`src/hw/isx_pkg.sv`:
```
// Purpose: shared constants for the four-instruction execution core
// Assumes: 8-bit data, 64 file registers, 16 auxiliary registers
// Notes:   opcode codes are local to this core
package isx_pkg;
   localparam int unsigned DATA_W     = 8;
   localparam int unsigned FILE_DEPTH = 64;
   localparam int unsigned AUX_DEPTH  = 16;
   localparam int unsigned FADDR_W    = 6;
   localparam int unsigned AADDR_W    = 4;
   localparam logic [7:0]  ZERO_BYTE  = 8'h00;
   localparam logic [7:0]  ONE_BYTE   = 8'h01;
   localparam logic        DEST_ACC   = 1'b0;
   localparam logic        DEST_REG   = 1'b1;

   typedef enum logic [2:0] {
      OP_NOP     = 3'b000,
      OP_INC_SKZ = 3'b001,
      OP_OR_REG  = 3'b010,
      OP_OR_IMM  = 3'b011,
      OP_AUX_RD  = 3'b100
   } isx_op_t;
endpackage

```
`src/hw/isx_core.sv`:
```
// Purpose: executes inc-skip, or-reg, or-imm and aux-page read
// Assumes: one instruction presented per cycle with instr_valid_i
// Notes:   file and aux registers held here as flip-flops
//
// Contract
// - increment file register 0..63; d=0 to accumulator, d=1 to register
// - zero result drops next fetched instruction, runs nop, two cycles
// - or accumulator with register to chosen dest, zero flag, one cycle
// - or accumulator with 8-bit immediate into accumulator, zero flag
// - copy aux register 0..15 to accumulator, flags untouched, one cycle
`timescale 1ns/1ps
module isx_core
   import isx_pkg::*;
#(
   parameter int unsigned NFILE = FILE_DEPTH,
   parameter int unsigned NAUX  = AUX_DEPTH
)(
   input  wire logic               clk_i,
   input  wire logic               rst_i,
   input  wire logic               instr_valid_i,
   input  wire logic [2:0]         op_i,
   input  wire logic               dest_i,
   input  wire logic [FADDR_W-1:0] faddr_i,
   input  wire logic [AADDR_W-1:0] aaddr_i,
   input  wire logic [DATA_W-1:0]  imm_i,
   input  wire logic               aux_we_i,
   input  wire logic [AADDR_W-1:0] aux_waddr_i,
   input  wire logic [DATA_W-1:0]  aux_wdata_i,
   output logic      [DATA_W-1:0]  acc_o,
   output logic                    zero_o,
   output logic                    skip_o,
   output logic                    retired_o
);
   // ----------------------------------------------------------------
   // state
   // ----------------------------------------------------------------
   logic [DATA_W-1:0] file_q [NFILE];
   logic [DATA_W-1:0] aux_q  [NAUX];
   logic [DATA_W-1:0] acc_q, acc_d;
   logic              zf_q, zf_d;
   logic              skip_q, skip_d;
   logic              ret_q, ret_d;
   logic [DATA_W-1:0] res;
   logic              res_zero;
   logic              exec;
   logic              file_wr;

   // a pending skip turns the next slot into a nop
   assign exec = instr_valid_i && !skip_q;

   isx_alu u_alu (
      .op_i   (op_i),
      .acc_i  (acc_q),
      .freg_i (file_q[faddr_i]),
      .imm_i  (imm_i),
      .aux_i  (aux_q[aaddr_i]),
      .res_o  (res),
      .zero_o (res_zero)
   );

   // ----------------------------------------------------------------
   // write enables
   // ----------------------------------------------------------------
   // or-imm never writes the file, whatever dest_i says
   assign file_wr = exec && dest_i == DEST_REG
                    && (op_i == OP_INC_SKZ || op_i == OP_OR_REG);

   // ----------------------------------------------------------------
   // accumulator and zero flag
   // ----------------------------------------------------------------
   always_comb begin
      acc_d = acc_q;
      zf_d  = zf_q;
      if (exec) begin
         unique case (op_i)
            OP_INC_SKZ: begin
               // flags left alone: only the skip reacts to zero
               if (dest_i == DEST_ACC) acc_d = res;
            end
            OP_OR_REG: begin
               if (dest_i == DEST_ACC) acc_d = res;
               zf_d = res_zero;
            end
            OP_OR_IMM: begin
               acc_d = res;
               zf_d  = res_zero;
            end
            OP_AUX_RD: acc_d = res;
            default: ;
         endcase
      end
   end

   always_ff @(posedge clk_i or posedge rst_i) begin
      if (rst_i) begin
         acc_q <= ZERO_BYTE;
         zf_q  <= 1'b0;
      end else begin
         acc_q <= acc_d;
         zf_q  <= zf_d;
      end
   end

   // ----------------------------------------------------------------
   // skip and retire
   // ----------------------------------------------------------------
   // a dropped slot clears the skip; idle cycles keep it pending
   always_comb begin
      skip_d = skip_q;
      ret_d  = exec;
      if (instr_valid_i) skip_d = 1'b0;
      if (exec && op_i == OP_INC_SKZ) skip_d = res_zero;
   end

   always_ff @(posedge clk_i or posedge rst_i) begin
      if (rst_i) begin
         skip_q <= 1'b0;
         ret_q  <= 1'b0;
      end else begin
         skip_q <= skip_d;
         ret_q  <= ret_d;
      end
   end

   // ----------------------------------------------------------------
   // file registers, one byte of flip-flops per entry
   // ----------------------------------------------------------------
   for (genvar g = 0; g < NFILE; g++) begin : g_file
      logic [DATA_W-1:0] ent_d;
      logic [DATA_W-1:0] ent_q;

      always_comb begin
         ent_d = ent_q;
         if (file_wr && faddr_i == FADDR_W'(g)) begin
            ent_d = res;
         end
      end

      always_ff @(posedge clk_i or posedge rst_i) begin
         if (rst_i) begin
            ent_q <= ZERO_BYTE;
         end else begin
            ent_q <= ent_d;
         end
      end

      assign file_q[g] = ent_q;
   end

   // ----------------------------------------------------------------
   // aux page, loaded only from the side port
   // ----------------------------------------------------------------
   for (genvar g = 0; g < NAUX; g++) begin : g_aux
      logic [DATA_W-1:0] ent_d;
      logic [DATA_W-1:0] ent_q;

      // reads never disturb an entry, so a read is free of side effects
      always_comb begin
         ent_d = ent_q;
         if (aux_we_i && aux_waddr_i == AADDR_W'(g)) begin
            ent_d = aux_wdata_i;
         end
      end

      always_ff @(posedge clk_i or posedge rst_i) begin
         if (rst_i) begin
            ent_q <= ZERO_BYTE;
         end else begin
            ent_q <= ent_d;
         end
      end

      assign aux_q[g] = ent_q;
   end

   assign acc_o     = acc_q;
   assign zero_o    = zf_q;
   assign skip_o    = skip_q;
   assign retired_o = ret_q;
endmodule

```
`src/hw/isx_alu.sv`:
```
// Purpose: combinational result path of the core
// Assumes: operands already fetched
// Notes:   zero flag computed on every result
`timescale 1ns/1ps
module isx_alu
   import isx_pkg::*;
(
   input  wire logic [2:0]        op_i,
   input  wire logic [DATA_W-1:0] acc_i,
   input  wire logic [DATA_W-1:0] freg_i,
   input  wire logic [DATA_W-1:0] imm_i,
   input  wire logic [DATA_W-1:0] aux_i,
   output logic      [DATA_W-1:0] res_o,
   output logic                   zero_o
);
   always_comb begin
      unique case (op_i)
         OP_INC_SKZ: res_o = freg_i + ONE_BYTE;
         OP_OR_REG:  res_o = acc_i | freg_i;
         OP_OR_IMM:  res_o = acc_i | imm_i;
         OP_AUX_RD:  res_o = aux_i;
         default:    res_o = acc_i;
      endcase
   end
   assign zero_o = (res_o == ZERO_BYTE);
endmodule

```
`config.mk`:
```
export PLATFORM = sky130hd
export DESIGN_NAME = isx_core
export DESIGN_NICKNAME = d
export VERILOG_FILES = /design/src/hw/isx_pkg.sv /design/src/hw/isx_core.sv /design/src/hw/isx_alu.sv
export SDC_FILE = /design/constraint.sdc
export NUM_CORES = 1
export LEC_CHECK = 0
export BUFFER_PORTS_ARGS = -buffer_cell sky130_fd_sc_hd__buf_4
export CAP_MARGIN = 15
export CORE_ASPECT_RATIO = 1.75
export CORE_MARGIN = 8
export CORE_UTILIZATION = 57
export CTS_CLUSTER_SIZE = 28
export DETAILED_ROUTE_END_ITERATION = 7
export MAX_ROUTING_LAYER = met4
export PLACE_DENSITY = 0.75
export SYNTH_ARGS = -nofsm -noshare
export SYNTH_HDL_FRONTEND = slang
export SYNTH_SLANG_ARGS = --single-unit
```
`constraint.sdc`:
```
create_clock -name clk_i -period 23.3 [get_ports clk_i]
set_input_delay 3.495 -clock clk_i [delete_from_list [all_inputs] [get_ports clk_i]]
set_output_delay 3.495 -clock clk_i [all_outputs]
set_load 0.02 [all_outputs]
```
* After elaboration in Yosys (flattened, before gate mapping) *
Cells that the tools add are included.

operators by class
  add/sub/neg operators = 1
  reduce and logical (&&, ||, !) cells = 96
  eq/ne operators = 83
  bitwise operators = 4
  order comparisons = 2
  muxes and demuxes = 11

operators with widths
  cell                 number
  $eq 6x6->1 const B   32
  $eq 6x5->1 const B   16
  $logic_and 1x1->1    84
  $bmux 8 s6           1
  $eq 6x4->1 const B   8
  $mux 8               5
  $bmux 8 s4           1
  $eq 4x4->1 const B   8
  $pmux 8 s4           1
  $eq 6x3->1 const B   4
  $eq 4x3->1 const B   4
  $or 8x8->8           2
  $pmux 8 s2           1
  $eq 6x2->1 const B   2
  $add 8x1->8 const B  1
  $eq 4x2->1 const B   2
  $logic_not 8->1      1
  $ge 7x7->1 const B   1
  $not 6->7            1
  $eq 3x2->1 const B   2
  $eq 6x1->1 const B   1
  $logic_not 6->1      1
  $reduce_or 2->1      3
  $ge 5x5->1 const B   1
  12 further kinds     14

storage, ports and cells
  register bits after elaboration = 651
  word-level logic and storage cells = 281
  output and inout bits = 11

* Logic depth before layout (Yosys ltp) *
  depth in word-level cells = 8
  gate-level depth with buffers = 19

* Cells and area by module *
From an unflattened synthesis, not the netlist that was laid out.

unflattened totals
  cells, all modules = 1950
  area, all modules = 30280.3 µm²

by module, submodules not included
  module    seq. area each (µm²)  times used  cells an instance  area an instance (µm²)
  isx_core  16290.6               1           1844               29623.4
  isx_alu   0.0                   1           106                656.9

* Least setup slack after synthesis *
Ideal clock, no wire load.

  kind = in2reg
  from = input port faddr_i[0]
  to = register skip_q (netlist: skip_o)
  stages = 17
  slack = 15.918 ns
  arrival = 7.287 ns
  path buffers = 4
  path through = buf_6 -> buf_12 -> buf_4 -> buf_6 -> mux4_2 -> a22oi_1 -> a21oi_1 -> nor4_4 -> inv_2 -> ha_1 -> o21a_1 -> o22ai_1 -> o221ai_1 -> a31oi_1 -> or3b_1 -> or4b_1 -> o32ai_2

on the way
  cells in the longest elaborated chain, start to end = 8
  elaborated cells on any way between the ends = 9
  classes of those cells = add/sub (1); mux (5); bitwise (2); reduce/logical (1)

RTL lines
  what                                              line                          source
  start, declared                                   isx_core.sv:23                input wire logic [FADDR_W-1:0] faddr_i,
  $not 6->7 (not written as such) (*)               isx_core.sv:54                .freg_i (file_q[faddr_i]),
  $bmux 8 s6 (*)                                    isx_core.sv:54
  $mux 8 (not written as such) (*) (2 in a row)     isx_core.sv:54
  $add 8x1->8 / $or 8x8->8 (equally long branches)  isx_alu.sv:18, isx_alu.sv:19
  $pmux 8 s4 (*)                                    isx_alu.sv:17                 unique case (op_i)
  $logic_not 8->1 (*)                               isx_alu.sv:25                 assign zero_o = (res_o == ZERO_BYTE);
  $mux 1 (*)                                        isx_core.sv:112               if (exec && op_i == OP_INC_SKZ) skip_d = res_zero;
  end signal, assigned                              isx_core.sv:120               skip_q <= skip_d;
  end, declared                                     isx_core.sv:41                logic skip_q, skip_d;

Every way passes the cells marked *; elsewhere a longest branch is shown, timed or not. The select of a mux whose other input is x is not followed.
A chain may end at the register's enable or synchronous reset.

* Worst setup path in the final report *
  from = input port faddr_i[1]
  to = register zf_q (netlist: zero_o)

on the way
  cells in the longest elaborated chain, start to end = 7
  elaborated cells on any way between the ends = 8
  classes of those cells = add/sub (1); mux (4); bitwise (2); reduce/logical (1)

RTL lines
  what                                              line                          source
  $not 6->7 (not written as such) (*)               isx_core.sv:54
  $bmux 8 s6 (*)                                    isx_core.sv:54
  $mux 8 (not written as such) (*) (2 in a row)     isx_core.sv:54
  $add 8x1->8 / $or 8x8->8 (equally long branches)  isx_alu.sv:18, isx_alu.sv:19
  $pmux 8 s4 (*)                                    isx_alu.sv:17
  $logic_not 8->1 (*)                               isx_alu.sv:25
  end signal, assigned                              isx_core.sv:100               zf_q <= zf_d;
  end, declared                                     isx_core.sv:40                logic zf_q, zf_d;

Marks and branches as above.

==> flow_summary.ini <==
[worst_setup_path]
critPathTopFamily = buffers and inverters
path_class = in2reg
cp_slowest_stage_delay_ns = 0.76
critPathMaxFanout = 65
arrival_ns = 9.15
critical_path_required_ns = 23.81
worst-path-buf-inv = 5
worst_setup_path_start_kind = primary input
crit_path_end_kind = flip-flop
crit_chain = buf_6, buf_4, mux4_2, mux2_1, or3_1, a41oi_2, inv_1, ha_1, inv_1, a21oi_1, o21ai_0, a21oi_4, buf_4, or3b_1, or4b_1, o31ai_1
cp_slowest_cell = buf_4

[cts]
cts_resized = 0
cts_max_level = 2
clockRootBuffer = clkbuf_16
cts_buffers = 57
cts_setup_buffers = 0
clk_pin_slew_ns = 0.07
clockBufferDepth = 3
cts_tree = yes
hold_buffers = 0
numClockSinks = 651
clock_latency_ns = 0.61

[yosys]
avgSynthCellArea_um2 = 13.9
synth_area_mm2 = 0.0300
synth_ff_type = dfrtp_1
ys_types = 73
ys_ff_latch = 651
yosysWarnings = 0
synthArstFlopShare_pct = 100
yosysSeqAreaShare_pct = 54.3
synth_edf_count = 0
netlist_instances = 2160
syn_nets = 2199

[place]
routabilityCongestion = 0.956
dp_worst_setup_slack_ns = 14.15
placed_cells = 2770
hpwl_um = 52200
placed_cell_area_mm2 = 0.0309
io_buffers = 48

[final_layout]
design_area_mm2 = 0.0328
area_growth_pct = 9.38
stdcell_count = 2878
drive_gt1_share_pct = 38.9
final_util_pct = 62.8
final_common_cell = dfrtp_1
diodes = 0
final_cell_mix = dfrtp_1 (651), mux2_2 (497), nor2_1 (178)
finalNetCount = 2192

[sta]
period_share_pct = 37.1
setup_viol = 0
finalHoldViolCount = 0
slew_viol_final = 0
fin_ws_ns = 14.66
rsz0062_at_grt = false
hold_ws_ns = 0.482
min_period_ns = 8.64
worst_pin_slew_ns = 1.25
tns_ns = 0
clock.fmax_ghz = 0.116
finClkSkew_ns = 0.0322
timing.slew.headroom_pct = 16.3

[floorplan]
die_h_um = 319
io_pins = 49
initial_core_util_pct = 57.4
fp-row-count = 111
core_area_mm2 = 0.0522
die_w_um = 189
die-area_mm2 = 0.0605

[route]
wl_um = 77900
drtIter0Drc = 1575
avgViaCountPerCell = 6.45
drt-pass1-iter-count = 5
wl_per_cell_um = 27.1
drcViolationCount = 0
detail-route-antenna-nets = 0
num_vias = 18552

[power]
vdd_ir_drop_max_v = 0.000107
power_mw = 2.55
p_per_area_mw_per_mm2 = 77.8
leakage_nw = 15.0

[global_route]
antenna_found_initial = 0
grtUsageTotal_pct = 26.7
grt_first_pass_wirelength_um = 120000
grt_pass1_vias = 19945
grt_max_degree = 193
overflow = 0

[outcome]
status = finished clean

[run]
cap_violations = 0

[min_path]
min_path_type = reg2reg
[worst reg2reg max path, cell delays in order (launching register included)]
cell,delay [ns]
dfrtp_1,0.43
mux4_2,0.48
mux2_1,0.36
or3_1,0.34
a41oi_2,0.43
inv_1,0.09
ha_1,0.23
inv_1,0.07
a21oi_1,0.04
o21ai_0,0.41
a21oi_4,0.09
buf_4,0.35
or3b_1,0.43
or4b_1,0.53
o31ai_1,0.28
[where the power goes]
part / internal [mW] / switching [mW]
Clock: 0.540 / 0.419
Combinational: 0.142 / 0.187
Sequential: 1.22 / 0.0478
[routing by layer]
layer	vias up	wire, um	track usage, %
li1	7911	-	-
met1	9684	26900	29.1
met2	690	41200	46.0
met3	267	3850	2.84
met4	0	5910	17.4
met5	-	0	-
[layout make-up]
type / instances / area, um2
clock buffers: 89 / 1720
clock inverters: 17 / 180
fillers: 3975 / 19400
inverters: 9 / 41.3
multi-input cells: 1344 / 13000
flip-flops and latches: 651 / 16300
well taps: 678 / 848
repair buffers: 90 / 736
[cell families (layout without fill, tap and decap cells)]
logic type | after synthesis | after routing | share of synthesized area, %
compound gates | 287 | 287 | 5.93
xor+xnor | 6 | 6 | 0.175
fa+ha+maj | 2 | 2 | 0.0751
buf+inv | 165 | 205 | 2.67
flops | 651 | 651 | 54.3
mux | 696 | 696 | 31.6
simple gates | 353 | 353 | 5.20
[worst paths after layout]
kind                                startpoint                   to  slack [ns]  cells past startpoint
setup / recovery                    faddr_i[1]               zero_o       14.66                     16
hold / removal              g_file[8].ent_q[7]   g_file[8].ent_q[7]        0.48                      2
setup reg to reg           g_file[47].ent_q[0]               zero_o       18.66                     14
hold reg to reg             g_file[8].ent_q[7]   g_file[8].ent_q[7]        0.48                      2
max in group asynchronous                rst_i  g_file[14].ent_q[1]       17.05                      6
min in group asynchronous                rst_i    g_aux[7].ent_q[7]        3.07                      2
[cell usage after synthesis (all sizes together) (3+ instances only)]
cell | number | area (um2)
dfrtp | 651 | 16300
mux2 | 499 | 5620
nor2 | 180 | 683
mux4 | 151 | 3400
a21oi | 132 | 664
clkbuf | 109 | 409
nand2 | 99 | 374
a22oi | 59 | 448
buf | 47 | 359
mux2i | 46 | 473
o21ai | 41 | 205
o31ai | 17 | 128
nand2b | 14 | 87.6
nor2b | 12 | 75.1
nand3 | 10 | 50.1
a31oi | 8 | 50.1
inv | 8 | 30.0
nor4 | 7 | 71.3
nor3 | 6 | 35.0
a211oi | 5 | 37.5
and2 | 5 | 31.3
o22ai | 4 | 25.0
a41oi | 3 | 33.8
and3 | 3 | 18.8
nand3b | 3 | 22.5
or2 | 3 | 18.8
or3 | 3 | 18.8
xnor2 | 3 | 26.3
xor2 | 3 | 26.3
[state kept, by name (all words and copies together) (netlist names)]
signal,count
acc_o,8
g_aux.ent_q,128
g_file.ent_q,512
retired_o,1
skip_o,1
zero_o,1
No activity file was read; power rests on OpenSTA's default activity.
